`src/pkg/trts_pkg.sv`:
```
/*
  Constants shared by the transceiver reset, power-down and test-status block:
  register offsets, bit positions, reset values and verifier timing.
  Assumes a 32-bit APB slave with 12 address bits and byte write strobes.
*/
package trts_pkg;

  // ==========================================================================
  // Bus and register map
  localparam int unsigned ADDR_W = 12;
  localparam int unsigned DATA_W = 32;
  localparam int unsigned STRB_W = DATA_W / 8;
  localparam logic [ADDR_W-1:0] CTRL_OFS = 12'h000;
  localparam logic [ADDR_W-1:0] STATUS_OFS = 12'h004;
  localparam logic [ADDR_W-1:0] RCFG_CMD_OFS = 12'h008;
  localparam logic [ADDR_W-1:0] RCFG_STAT_OFS = 12'h00c;

  // ==========================================================================
  // Control register fields
  localparam int unsigned CTRL_PD = 0;
  localparam int unsigned CTRL_TX_RST = 1;
  localparam int unsigned CTRL_RXA_RST = 2;
  localparam int unsigned CTRL_RX_RST = 3;
  localparam int unsigned CTRL_CAL_PD = 4;
  localparam int unsigned CTRL_PRBS = 5;
  localparam int unsigned CTRL_PIPE = 6;
  localparam int unsigned CTRL_VRF_EN = 7;
  localparam int unsigned CTRL_W = 8;
  localparam logic [CTRL_W-1:0] CTRL_RST = 8'h00;

  // ==========================================================================
  // Status register fields
  localparam int unsigned ST_DONE = 0;
  localparam int unsigned ST_ERR = 1;
  localparam int unsigned ST_PD = 2;
  localparam int unsigned ST_TX_RST = 3;
  localparam int unsigned ST_RXA_RST = 4;
  localparam int unsigned ST_RX_RST = 5;
  localparam int unsigned ST_CAL_PD = 6;
  localparam int unsigned ST_W = 7;

  // ==========================================================================
  // Reconfiguration buses and pin synchroniser
  localparam int unsigned RCFG_W = 16;
  localparam logic [RCFG_W-1:0] RCFG_RST = 16'h0000;
  localparam int unsigned PIN_N = 7;
  localparam int unsigned SYNC_W = PIN_N + RCFG_W;

  // ==========================================================================
  // Verifier: 7-bit pattern, 127 bits per cycle, error held 3 cycles minimum
  localparam int unsigned PAT_ORD = 7;
  localparam int unsigned PAT_TAP = 6;
  localparam logic [6:0] PAT_LEN_M1 = 7'h7e;
  localparam logic [2:0] PAT_FILL = 3'h7;
  localparam logic [1:0] ERR_HOLD_M1 = 2'h2;

  // Merges write data into a register under the APB byte strobes.
  function automatic logic [DATA_W-1:0] trts_merge(input logic [DATA_W-1:0] old_v,
                                                   input logic [DATA_W-1:0] new_v,
                                                   input logic [STRB_W-1:0] strb);
    logic [DATA_W-1:0] res;
    res = old_v;
    for (int i = 0; i < STRB_W; i++) begin
      if (strb[i]) begin
        res[i*8 +: 8] = new_v[i*8 +: 8];
      end
    end
    return res;
  endfunction

endpackage

```
`src/pkg/trts_vrf_if.sv`:
```
/*
  Carrier between the control block and its pattern verifier.
  Assumes both ends run on the same clock.
*/
`timescale 1ns/10ps
interface trts_vrf_if;
  logic clear;
  logic enable;
  logic prbs_mode;
  logic bit_in;
  logic bit_valid;
  logic done;
  logic error;

  modport ctl (output clear, output enable, output prbs_mode, output bit_in,
               output bit_valid, input done, input error);
  modport vrf (input clear, input enable, input prbs_mode, input bit_in,
               input bit_valid, output done, output error);
endinterface
```
`src/design/trts_reset_status.sv`:
```
/*
  Transceiver block reset, power-down, calibration, reconfiguration and
  test-status control with an APB register slave.
  Assumes the pin inputs are asynchronous to clk_i and that the receive
  test bit stream comes from logic on clk_i.

  // Summary of operation
  // Power-down disables every transceiver circuit domain.
  // Reference clock buffers stay on always.
  // Resets held at least two cycles.
  // Transmit coding reset holds transmit logic.
  // Receive analog reset resets analog front.
  // Receive coding reset holds receive logic.
  // Reconfig clock drives reconfiguration, offset cancellation.
  // Reconfig command in, status out, asynchronous.
  // Calibration clocked, powered down by input.
  // BIST done on full cycle or error.
  // PRBS done on full cycle, sticky.
  // BIST error sticky until coding reset.
  // PRBS error holds three cycles, clean clears.
  // Far side synchronises done and error.
*/
// The APB slave port and the register addresses are this design's own decisions.
`timescale 1ns/10ps
module trts_reset_status (
  // Clock, reset, enable
  input wire logic clk_i,
  input wire logic sys_rst_i,
  input wire logic ce_i,
  // APB slave
  input wire logic [trts_pkg::ADDR_W-1:0] paddr_i,
  input wire logic psel_i,
  input wire logic penable_i,
  input wire logic pwrite_i,
  input wire logic [trts_pkg::DATA_W-1:0] pwdata_i,
  input wire logic [trts_pkg::STRB_W-1:0] pstrb_i,
  output logic [trts_pkg::DATA_W-1:0] prdata_o,
  output logic pready_o,
  output logic pslverr_o,
  // Asynchronous control pins
  input wire logic block_power_down_i,
  input wire logic tx_coding_reset_i,
  input wire logic rx_analog_front_reset_i,
  input wire logic rx_coding_reset_i,
  input wire logic calibration_power_down_i,
  input wire logic reconfiguration_clock_i,
  input wire logic calibration_clock_i,
  // Reconfiguration controller buses
  input wire logic [trts_pkg::RCFG_W-1:0] reconfig_command_in_i,
  output logic [trts_pkg::RCFG_W-1:0] reconfig_status_out_o,
  // Receive test stream
  input wire logic rx_test_bit_i,
  input wire logic rx_test_valid_i,
  // Circuit domain controls
  output logic coding_power_en_o,
  output logic hsi_power_en_o,
  output logic cdr_power_en_o,
  output logic pcie_power_en_o,
  output logic refclk_buf_en_o,
  output logic tx_coding_rst_o,
  output logic rx_analog_rst_o,
  output logic rx_coding_rst_o,
  output logic cal_power_down_o,
  output logic cal_tick_o,
  output logic reconfig_tick_o,
  output logic offset_cancel_tick_o,
  // Test status
  output logic verifier_done_o,
  output logic verifier_error_o
);
  import trts_pkg::*;

  // ==========================================================================
  // Pin synchronisers

  // The two-cycle minimum pulse on the reset pins is what lets a
  // two-stage synchroniser catch them without a pulse stretcher.
  wire logic [SYNC_W-1:0] pins_raw = {reconfig_command_in_i, calibration_clock_i,
    reconfiguration_clock_i, calibration_power_down_i, rx_coding_reset_i,
    rx_analog_front_reset_i, tx_coding_reset_i, block_power_down_i};
  logic [SYNC_W-1:0] meta_reg;
  logic [SYNC_W-1:0] sync_reg;

  always_ff @(posedge clk_i) begin
    if (sys_rst_i) begin
      meta_reg <= '0;
      sync_reg <= '0;
    end else if (ce_i) begin
      meta_reg <= pins_raw;
      sync_reg <= meta_reg;
    end
  end

  wire logic pd_pin = sync_reg[0];
  wire logic txr_pin = sync_reg[1];
  wire logic rxa_pin = sync_reg[2];
  wire logic rxr_pin = sync_reg[3];
  wire logic calpd_pin = sync_reg[4];
  wire logic rcfg_clk_s = sync_reg[5];
  wire logic cal_clk_s = sync_reg[6];
  wire logic [RCFG_W-1:0] rcfg_cmd_s = sync_reg[PIN_N +: RCFG_W];

  // ==========================================================================
  // APB register file

  logic [CTRL_W-1:0] ctrl_reg;
  logic [RCFG_W-1:0] rcfg_stat_reg;
  logic [RCFG_W-1:0] rcfg_cmd_reg;
  logic [DATA_W-1:0] rdata_reg;

  wire logic sel_ctrl = (paddr_i == CTRL_OFS);
  wire logic sel_status = (paddr_i == STATUS_OFS);
  wire logic sel_cmd = (paddr_i == RCFG_CMD_OFS);
  wire logic sel_stat = (paddr_i == RCFG_STAT_OFS);
  wire logic addr_ok = sel_ctrl || sel_status || sel_cmd || sel_stat;
  wire logic setup = psel_i && !penable_i;
  wire logic wr_acc = psel_i && penable_i && pwrite_i && addr_ok;

  wire logic [DATA_W-1:0] ctrl_word = {{(DATA_W-CTRL_W){1'b0}}, ctrl_reg};
  wire logic [DATA_W-1:0] stat_word = {{(DATA_W-RCFG_W){1'b0}}, rcfg_stat_reg};
  wire logic [DATA_W-1:0] ctrl_merged = trts_merge(ctrl_word, pwdata_i, pstrb_i);
  wire logic [DATA_W-1:0] stat_merged = trts_merge(stat_word, pwdata_i, pstrb_i);

  // ==========================================================================
  // Effective controls: pin or software, power-down overrides the three resets

  wire logic pd_eff = pd_pin || ctrl_reg[CTRL_PD];
  wire logic txr_eff = txr_pin || ctrl_reg[CTRL_TX_RST] || pd_eff;
  wire logic rxa_eff = rxa_pin || ctrl_reg[CTRL_RXA_RST] || pd_eff;
  wire logic rxr_eff = rxr_pin || ctrl_reg[CTRL_RX_RST] || pd_eff;
  wire logic calpd_eff = calpd_pin || ctrl_reg[CTRL_CAL_PD];
  wire logic pipe_mode = ctrl_reg[CTRL_PIPE];

  logic rcfg_clk_d_reg;
  logic cal_clk_d_reg;
  wire logic rcfg_rise = rcfg_clk_s && !rcfg_clk_d_reg;
  wire logic cal_rise = cal_clk_s && !cal_clk_d_reg;

  logic [ST_W-1:0] status_v;
  trts_vrf_if vif ();

  assign status_v[ST_DONE] = vif.done;
  assign status_v[ST_ERR] = vif.error;
  assign status_v[ST_PD] = pd_eff;
  assign status_v[ST_TX_RST] = txr_eff;
  assign status_v[ST_RXA_RST] = rxa_eff;
  assign status_v[ST_RX_RST] = rxr_eff;
  assign status_v[ST_CAL_PD] = calpd_eff;

  logic [DATA_W-1:0] rd_mux;
  assign rd_mux = sel_ctrl ? ctrl_word :
                  sel_status ? {{(DATA_W-ST_W){1'b0}}, status_v} :
                  sel_cmd ? {{(DATA_W-RCFG_W){1'b0}}, rcfg_cmd_reg} :
                  sel_stat ? stat_word : '0;

  // Read data is captured in the setup cycle so the access phase needs
  // no wait states and prdata still comes from a flip-flop.
  always_ff @(posedge clk_i) begin
    if (sys_rst_i) begin
      ctrl_reg <= CTRL_RST;
      rcfg_stat_reg <= RCFG_RST;
      rdata_reg <= '0;
    end else if (ce_i) begin
      if (setup) begin
        rdata_reg <= rd_mux;
      end
      if (wr_acc && sel_ctrl) begin
        ctrl_reg <= ctrl_merged[CTRL_W-1:0];
      end
      if (wr_acc && sel_stat) begin
        rcfg_stat_reg <= stat_merged[RCFG_W-1:0];
      end
    end
  end

  // With the clock enable low the slave stalls rather than answering,
  // so no transfer completes while the register state is frozen.
  assign pready_o = ce_i;
  assign pslverr_o = psel_i && penable_i && !addr_ok;
  assign prdata_o = rdata_reg;

  // ==========================================================================
  // Reconfiguration and calibration clock edges

  // The command bus is caught on a rising reconfiguration clock edge,
  // after it has settled through the synchroniser; the controller must
  // keep it stable across that edge since bits are not skew protected.
  always_ff @(posedge clk_i) begin
    if (sys_rst_i) begin
      rcfg_clk_d_reg <= 1'b0;
      cal_clk_d_reg <= 1'b0;
      rcfg_cmd_reg <= RCFG_RST;
    end else if (ce_i) begin
      rcfg_clk_d_reg <= rcfg_clk_s;
      cal_clk_d_reg <= cal_clk_s;
      if (rcfg_rise) begin
        rcfg_cmd_reg <= rcfg_cmd_s;
      end
    end
  end

  // ==========================================================================
  // Registered outputs

  always_ff @(posedge clk_i) begin
    if (sys_rst_i) begin
      coding_power_en_o <= 1'b0;
      hsi_power_en_o <= 1'b0;
      cdr_power_en_o <= 1'b0;
      pcie_power_en_o <= 1'b0;
      refclk_buf_en_o <= 1'b1;
      tx_coding_rst_o <= 1'b1;
      rx_analog_rst_o <= 1'b1;
      rx_coding_rst_o <= 1'b1;
      cal_power_down_o <= 1'b1;
      cal_tick_o <= 1'b0;
      reconfig_tick_o <= 1'b0;
      offset_cancel_tick_o <= 1'b0;
      reconfig_status_out_o <= RCFG_RST;
      verifier_done_o <= 1'b0;
      verifier_error_o <= 1'b0;
    end else if (ce_i) begin
      coding_power_en_o <= !pd_eff;
      hsi_power_en_o <= !pd_eff;
      cdr_power_en_o <= !pd_eff;
      pcie_power_en_o <= !pd_eff;
      refclk_buf_en_o <= 1'b1;
      tx_coding_rst_o <= txr_eff;
      rx_analog_rst_o <= rxa_eff;
      rx_coding_rst_o <= rxr_eff;
      cal_power_down_o <= calpd_eff || pd_eff;
      cal_tick_o <= cal_rise && !calpd_eff && !pd_eff;
      reconfig_tick_o <= rcfg_rise;
      offset_cancel_tick_o <= rcfg_rise && !pipe_mode && !pd_eff;
      reconfig_status_out_o <= rcfg_stat_reg;
      verifier_done_o <= vif.done;
      verifier_error_o <= vif.error;
    end
  end

  // ==========================================================================
  // Pattern verifier

  assign vif.clear = rxr_eff;
  assign vif.enable = ctrl_reg[CTRL_VRF_EN];
  assign vif.prbs_mode = ctrl_reg[CTRL_PRBS];
  assign vif.bit_in = rx_test_bit_i;
  assign vif.bit_valid = rx_test_valid_i;

  trts_verifier u_verifier (
    .clk_i(clk_i),
    .sys_rst_i(sys_rst_i),
    .ce_i(ce_i),
    .vrf(vif)
  );

endmodule

```
`src/design/trts_verifier.sv`:
```
/*
  Self-synchronising pattern verifier with BIST and PRBS flag behaviour.
  Assumes the received bit stream arrives on the system clock with a valid.
*/
`timescale 1ns/10ps
module trts_verifier (
  // Clock, reset, enable
  input wire logic clk_i,
  input wire logic sys_rst_i,
  input wire logic ce_i,
  // Verifier carrier
  trts_vrf_if.vrf vrf
);
  import trts_pkg::*;

  logic [PAT_ORD-1:0] shift_reg, shift_next;
  logic [2:0] fill_reg, fill_next;
  logic [6:0] seq_reg, seq_next;
  logic seq_err_reg, seq_err_next;
  logic [1:0] hold_reg, hold_next;
  logic done_reg, done_next;
  logic err_reg, err_next;

  wire logic take = vrf.enable && vrf.bit_valid;
  wire logic checking = (fill_reg == PAT_FILL);
  wire logic expect_bit = shift_reg[PAT_TAP] ^ shift_reg[PAT_TAP-1];
  wire logic mismatch = take && checking && (vrf.bit_in != expect_bit);
  wire logic seq_end = take && checking && (seq_reg == PAT_LEN_M1);
  wire logic clean_seq = seq_end && !seq_err_reg && !mismatch;

  always_comb begin
    shift_next = take ? {shift_reg[PAT_ORD-2:0], vrf.bit_in} : shift_reg;
    fill_next = (take && !checking) ? fill_reg + 3'h1 : fill_reg;
    seq_next = seq_end ? 7'h00 : ((take && checking) ? seq_reg + 7'h01 : seq_reg);
    seq_err_next = seq_end ? 1'b0 : (seq_err_reg || mismatch);
    hold_next = (hold_reg != 2'h0) ? hold_reg - 2'h1 : hold_reg;
    done_next = done_reg;
    err_next = err_reg;
    if (!vrf.prbs_mode) begin
      // BIST: done on a full cycle or on the first error, both sticky.
      done_next = done_reg || seq_end || mismatch;
      err_next = err_reg || mismatch;
    end else begin
      done_next = done_reg || seq_end;
      if (mismatch) begin
        err_next = 1'b1;
        hold_next = ERR_HOLD_M1;
      end else if (clean_seq && hold_reg == 2'h0) begin
        err_next = 1'b0;
      end
    end
  end

  // The coding reset, set directly or forced by power-down, is the only way software can drop sticky flags.
  always_ff @(posedge clk_i) begin
    if (sys_rst_i || (ce_i && vrf.clear)) begin
      shift_reg <= '0;
      fill_reg <= 3'h0;
      seq_reg <= 7'h00;
      seq_err_reg <= 1'b0;
      hold_reg <= 2'h0;
      done_reg <= 1'b0;
      err_reg <= 1'b0;
    end else if (ce_i) begin
      shift_reg <= shift_next;
      fill_reg <= fill_next;
      seq_reg <= seq_next;
      seq_err_reg <= seq_err_next;
      hold_reg <= hold_next;
      done_reg <= done_next;
      err_reg <= err_next;
    end
  end

  assign vrf.done = done_reg;
  assign vrf.error = err_reg;
endmodule

```
`config.mk`:
```
export PLATFORM = sky130hd
export DESIGN_NAME = trts_reset_status
export DESIGN_NICKNAME = d
export VERILOG_FILES = /design/src/pkg/trts_pkg.sv /design/src/pkg/trts_vrf_if.sv /design/src/design/trts_reset_status.sv /design/src/design/trts_verifier.sv
export SDC_FILE = /design/constraint.sdc
export NUM_CORES = 1
export LEC_CHECK = 0
export ABC_AREA = 1
export BUFFER_PORTS_ARGS = -buffer_cell sky130_fd_sc_hd__buf_2
export CAP_MARGIN = 10
export CELL_PAD_IN_SITES_DETAIL_PLACEMENT = 0
export CELL_PAD_IN_SITES_GLOBAL_PLACEMENT = 1
export CORE_MARGIN = 1.5
export CORE_UTILIZATION = 40
export CTS_BUF_LIST = sky130_fd_sc_hd__clkbuf_4
export CTS_CLUSTER_SIZE = 24
export DETAILED_ROUTE_END_ITERATION = 8
export PLACE_DENSITY = 0.88
export SLEW_MARGIN = 40
export SYNTH_ARGS = -nofsm -noshare
export SYNTH_HDL_FRONTEND = slang
export SYNTH_HIERARCHICAL = 1
export SYNTH_SLANG_ARGS = --single-unit
```
`constraint.sdc`:
```
create_clock -name clk_i -period 1.89 [get_ports clk_i]
set_clock_uncertainty 0.2 [all_clocks]
set_input_delay 0 -clock clk_i [delete_from_list [all_inputs] [get_ports clk_i]]
set_output_delay 0 -clock clk_i [all_outputs]
set_load 0.02 [all_outputs]
```
==> results of run 1 <==
==> metrics by stage <==
step                      hold slack, ps  std cells
after floorplan                   -87.41        853
after global placement             24.44       1132
after detailed placement           26.92       1132
after CTS                         -381.6       1271
after global routing              -365.4       1282
final                             -361.1       1282
==> area by class of cell <==
class                           count  area, um2
Fill cell                        1553       7293
Sequential cell                   152       3043
Multi-Input combinational cell    574       2870
Timing Repair Buffer              242       1848
Tap cell                          216      270.3
Inverter                           65      245.2
Clock buffer                       17      127.6
Clock inverter                     15      127.6
Antenna cell                        1      2.502
==> final timing paths <==
path	end	cells past startpoint
setup / recovery	rcfg_stat_reg[3]$_SDFFE_PP0P_	9
hold / removal	u_verifier/hold_reg[1]$_SDFFE_PP0P_	3
setup reg to reg	prdata_o[0]$_SDFFE_PP0P_	7
hold reg to reg	u_verifier/seq_err_reg$_SDFFE_PP0P_	2
==> placed cells by master (no fill, tap or decap), types with 6 or more instances in the layout <==
| master | n |
|---|---|
| nor2_2 | 6 |
| nor2_1 | 192 |
| nand2_1 | 99 |
| a21oi_1 | 54 |
| o21ai_0 | 106 |
| clkbuf_4 | 18 |
| dlygate4sd3_1 | 110 |
| inv_1 | 57 |
| dfxtp_1 | 152 |
| conb_1 | 17 |
| a211oi_2 | 24 |
| buf_4 | 22 |
| nand3_1 | 31 |
| buf_2 | 106 |
==> tightest hold or removal path: cells and delay by family <==
family                 cells  cell delay (ps)
buffers and inverters      1              190
AO/OA/AOI/OAI              1               60
AND/OR/NAND/NOR            1              110
==> kinds of logic (layout without fill, tap and decap cells) <==
logic type,count (synthesis),in the layout,share of synthesized area [%]
AND/OR/NAND/NOR,359,359,24.21
XOR/XNOR,2,2,0.2721
adder cells (fa/ha/maj),4,4,0.7772
other,2,18,0.1166
buffers and inverters,127,339,9.481
AO/OA/AOI/OAI,192,192,17.89
flip-flops,152,152,47.25
==> metal layers <==
layer,part of all wire [%],vias up
met3,4.1,25
met1,47,2765
met5,0,-
met2,46,140
li1,-,3119
met4,2.0,0
==> power breakdown <==
| group | switching [mW] | internal (mW) |
|---|---|---|
| clock | 1.21 | 0.657 |
| combinational | 0.386 | 0.278 |
| sequential | 0.0619 | 3.32 |
| total | 1.66 | 4.25 |
==> timing repair <==
item | 4_1_cts | 5_1_grt
hold buffers | 107 | 6
endpoints found under the hold margin | 97 | 31
resized for setup | 0 | 11
endpoints found under the setup margin | 0 | 35
buffers inserted | 0 | 6
==> out/summary.txt, run 1 <==
H-tree depth: 4
DIE WIDTH: 129.9 um
remaining global-route overflow: 0
worst hold-check path type: in2reg
Crit-path slowest cell: dlygate4sd3_1
share of post-route cells with drive strength above 1: 20.75%
initial antenna violation count: 1
Post-synth top cells: 195 x nor2_1, 152 x dfxtp_1, 106 x o21ai_0
Port-buffer cells: 107
first-pass GRT wire length: 26.28 mm
synth top area cells: dfxtp_1 47%, nor2_1 11%, o21ai_0 8.2%
delay-heaviest family, CP: buffers and inverters
Fin. Hold Viols: 19
core area: 0.01583 mm2
Via Count: 6049
Unique masters post-synth: 38
Num CTS Buffers: 17
Starting Density: 40.69%
reg2reg start: rcfg_stat_reg[0]$_SDFFE_PP0P_
final WL: 16.83 mm
synth-to-layout area growth: 32.52%
Root Buffer: clkbuf_4
wire per inst: 13.13 um
Final ANT Viol Nets: 0
# rows: 46
Synth Area per Inst: 7.685 um2
Synth Warn #: 6
Overall Power: 5.909 mW
DRT Pass-1 Iters: 5
GRT met1 Usage: 26.18%
M2 GR Usage: 32.00%
Startpoint Class: primary input
fin crit share: 100.1%
Final nets: 1135
Mapped Cells: 838
CP Buf/Inv Count: 4
area leader, netlist: dfxtp_1
CTS tree: yes
top-count cell post-synth: nor2_1
Area after DPL: 0.007084 mm2
max-slew violation count: 0
cell area power density: 692.4 mW/mm2
Max FO, Critical Path: 16
Die H: 129.9 um
Die ar.: 0.01687 mm2
DRC violations left: 0
Worst path max stage delay: 620 ps
DR iter-0 viols: 359
CP dominant cell by count: dlygate4sd3_1
Worst Slack Setup Final: -2.229 ps
number of vias per cell: 4.718
WS Path Type: in2reg
GRT Overall Usage: 19.90%
Clock Pin Slew Worst Setup and Hold Paths: 140 ps
worst skew pair latency: 560 ps
# clock sinks: 152
beginning of the worst hold path: ce_i
CTS max path bufs: 2
Final Wtd Congestion: 0.8247
R2R setup slack: 190 ps
setup slack after placement: 142.4 ps
post-synthesis sequential area ratio: 47.25%
ys flop type: dfxtp_1
arrival time worst endpoint: 2110 ps
Max-Cap Viols: 0
relative slew slack: 56.45%
largest net degree at the start of global routing: 80
#FFs+latches synth: 152
CP Capture Type: flop
setup TNS: -2.229 ps
maximum clock rate: 528.5 MHz
Pleak: 3.792 nW
Syn Std Cell Area: 0.006440 mm2
Final Util: 53.92%
Final setup viols: 1
grt met3 use: 4.264%
worst setup path startpoint: paddr_i[0]
ys async rst share: 0%
Critical Path RT: 2100 ps
area share of the largest cell type after synthesis: 47.25%
Post-synth EDFFs: 0
Fin Hold WS: -361.1 ps
RSZ-0062 raised after global routing: yes
GR peak layer: met2
design area: 0.008534 mm2
Cell Chain, Critical Path: buf_2, inv_1, nand2_2, nor2_4, dlygate4sd3_1, nand3_4, nor2_2, dlygate4sd3_1, a211oi_2
Worst-Margin Slew: 653.2 ps
vias in the first global route: 5491
io pins: 143
fin crit period: 1892 ps
post-detail-place hpwl: 10.59 mm
status: complete, but fails checks
failing checks: negative hold slack, negative setup slack
peak ir drop on the vdd network: 0.0003972 V
Power figures use the tool's default switching activity.
==> run 2: changes to the inputs <==
Settings changed: CORE_MARGIN 1.5 to 3.
==> run 2 against run 1 <==
  * The run ends with negative hold slack left
  * Cell area is 5.3% higher
  * Critical path type unchanged
  * Utilization is 4.1 points higher
  * Largest cell class unchanged
  * Wire length is 5.7% higher
  * Combinational power is 11% higher
  * Register-to-register slack worse by 90 ps
  * Sequential share of layout area is 1.8 points lower
==> out/summary.txt, run 2 (synthesized netlist as in run 1, its figures left out) <==
status: complete, but fails checks
failing checks: negative hold slack
placed cells: 1124
Crit-path slowest cell: dlygate4sd3_1
maximum clock rate: 543.3 MHz
Critical Path RT: 2200 ps
vias in the first global route: 6090
Max-Cap Viols: 0
Cell Chain, Critical Path: dlygate4sd3_1, buf_2, nand2_1, nor2_2, nand3_4, dlygate4sd3_1, a211oi_2
Final setup viols: 0
RSZ-0062 raised after global routing: no
core area: 0.01548 mm2
WS Path Type: in2reg
Fin. Hold Viols: 4
DR iter-0 viols: 451
initial antenna violation count: 0
peak ir drop on the vdd network: 0.0003570 V
DRC violations left: 0
worst hold-check path type: in2reg
Final Wtd Congestion: 0.8117
Pleak: 4.020 nW
grt met3 use: 4.411%
Clock Pin Slew Worst Setup and Hold Paths: 150 ps
CTS max path bufs: 2
max-slew violation count: 0
number of vias per cell: 4.819
io pins: 143
Root Buffer: clkbuf_4
leading cell type in the layout, fill and taps excluded: nor2_1
CP Buf/Inv Count: 3
Num CTS Buffers: 17
Fin Hold WS: -34.86 ps
# clock sinks: 152
DIE WIDTH: 132.9 um
most frequent cells in the layout: 193 x nor2_1, 157 x dlygate4sd3_1, 152 x dfxtp_1, 108 x buf_2, 106 x o21ai_0
M2 GR Usage: 32.93%
largest net degree at the start of global routing: 48
cell area power density: 685.0 mW/mm2
Via Count: 6342
worst skew pair latency: 580 ps
Port-buffer cells: 107
Final ANT Viol Nets: 0
DRT Pass-1 Iters: 5
Startpoint Class: primary input
Die ar.: 0.01766 mm2
setup TNS: 0 ps
wire per inst: 13.52 um
filler cell count: 1427
GR peak layer: met2
first-pass GRT wire length: 28.80 mm
Die H: 132.9 um
GRT met1 Usage: 25.70%
Worst-Margin Slew: 620.9 ps
H-tree depth: 4
Final nets: 1175
Starting Density: 41.59%
final WL: 17.79 mm
share of post-route cells with drive strength above 1: 19.55%
CP Capture Type: flop
Max FO, Critical Path: 9
fin crit period: 1841 ps
Area after DPL: 0.007081 mm2
Non-Filler Instances: 1316
delay-heaviest family, CP: buffers and inverters
arrival time worst endpoint: 2150 ps
synth-to-layout area growth: 39.58%
CP dominant cell by count: dlygate4sd3_1
CTS tree: yes
# rows: 45
GRT Overall Usage: 19.91%
fin crit share: 97.38%
design area: 0.008989 mm2
antenna cells: 0
post-detail-place hpwl: 10.94 mm
remaining global-route overflow: 0
relative slew slack: 58.60%
Worst path max stage delay: 800 ps
==> run 2: cell types whose count changed in the layout (fill, tap and decap cells not counted), sizes merged <==
| cell | delta |
|---|---|
| buf | -6 |
| clkbuf | -1 |
| clkinv | -6 |
| diode | -1 |
| dlygate4sd3 | +47 |
| inv | +6 |
==> run 2: final cells by class <==
type	instances	area, um2	share of cell area, %
Tap cell	211	264.0	2.937
Clock inverter	15	155.1	1.726
Sequential cell	152	3043	33.85
Clock buffer	17	127.6	1.420
Timing Repair Buffer	282	2282	25.39
Inverter	65	251.5	2.798
Multi-Input combinational cell	574	2865	31.88
==> run 2: final timing paths <==
| kind | start | to | slack [ps] | cells past startpoint |
|---|---|---|---|---|
| hold / removal | paddr_i[8] | prdata_o[9]$_SDFFE_PP0P_ | -30 | 9 |
| setup reg to reg | rcfg_stat_reg[1]$_SDFFE_PP0P_ | prdata_o[1]$_SDFFE_PP0P_ | 100 | 7 |
| setup / recovery | pstrb_i[0] | rcfg_stat_reg[4]$_SDFFE_PP0P_ | 50 | 7 |
| hold reg to reg | u_verifier/fill_reg[0]$_SDFFE_PP0P_ | u_verifier/fill_reg[0]$_SDFFE_PP0P_ | 260 | 1 |
==> run 2: what timing repair did <==
item | 4_1_cts | 5_1_grt
setup endpoints to repair | 0 | 32
hold buffers | 157 | 3
endpoints found under the hold margin | 136 | 3
resized for setup | 0 | 9
buffers inserted | 0 | 1
==> run 2: routing by layer <==
metal | up-vias | share of wire (%)
li1 | 3206 | -
met1 | 2939 | 45
met2 | 174 | 48
met3 | 23 | 5.0
met4 | 0 | 1.4
met5 | - | 0
==> run 2: report_power, final <==
| group | switching, mW | internal, mW | leakage [nW] | total (mW) |
|---|---|---|---|---|
| clock | 1.33 | 0.707 | 0.154 | 2.04 |
| sequential | 0.0611 | 3.32 | 1.24 | 3.38 |
| combinational | 0.402 | 0.337 | 2.62 | 0.739 |
| total | 1.79 | 4.36 | 4.02 | 6.16 |
==> run 2: per-stage QoR <==
step                setup WS [ps]  util, %  total power, mW
finish                      49.48    58.05            6.157
global route                9.713    58.05            6.433
CTS                         7.634    57.71            6.184
detailed placement          82.50    45.73            3.988
global placement            193.3    45.73            3.985
floorplan                   362.9        -            3.811
==> run 2: tightest hold or removal path: stages <==
cell and delay, ps:
buf_2 70, nor2_1 40, nand2_2 130, nor3_2 80, buf_4 160, nand2_1 60, o21ai_0 70, nand2_1 60
a21oi_1 50
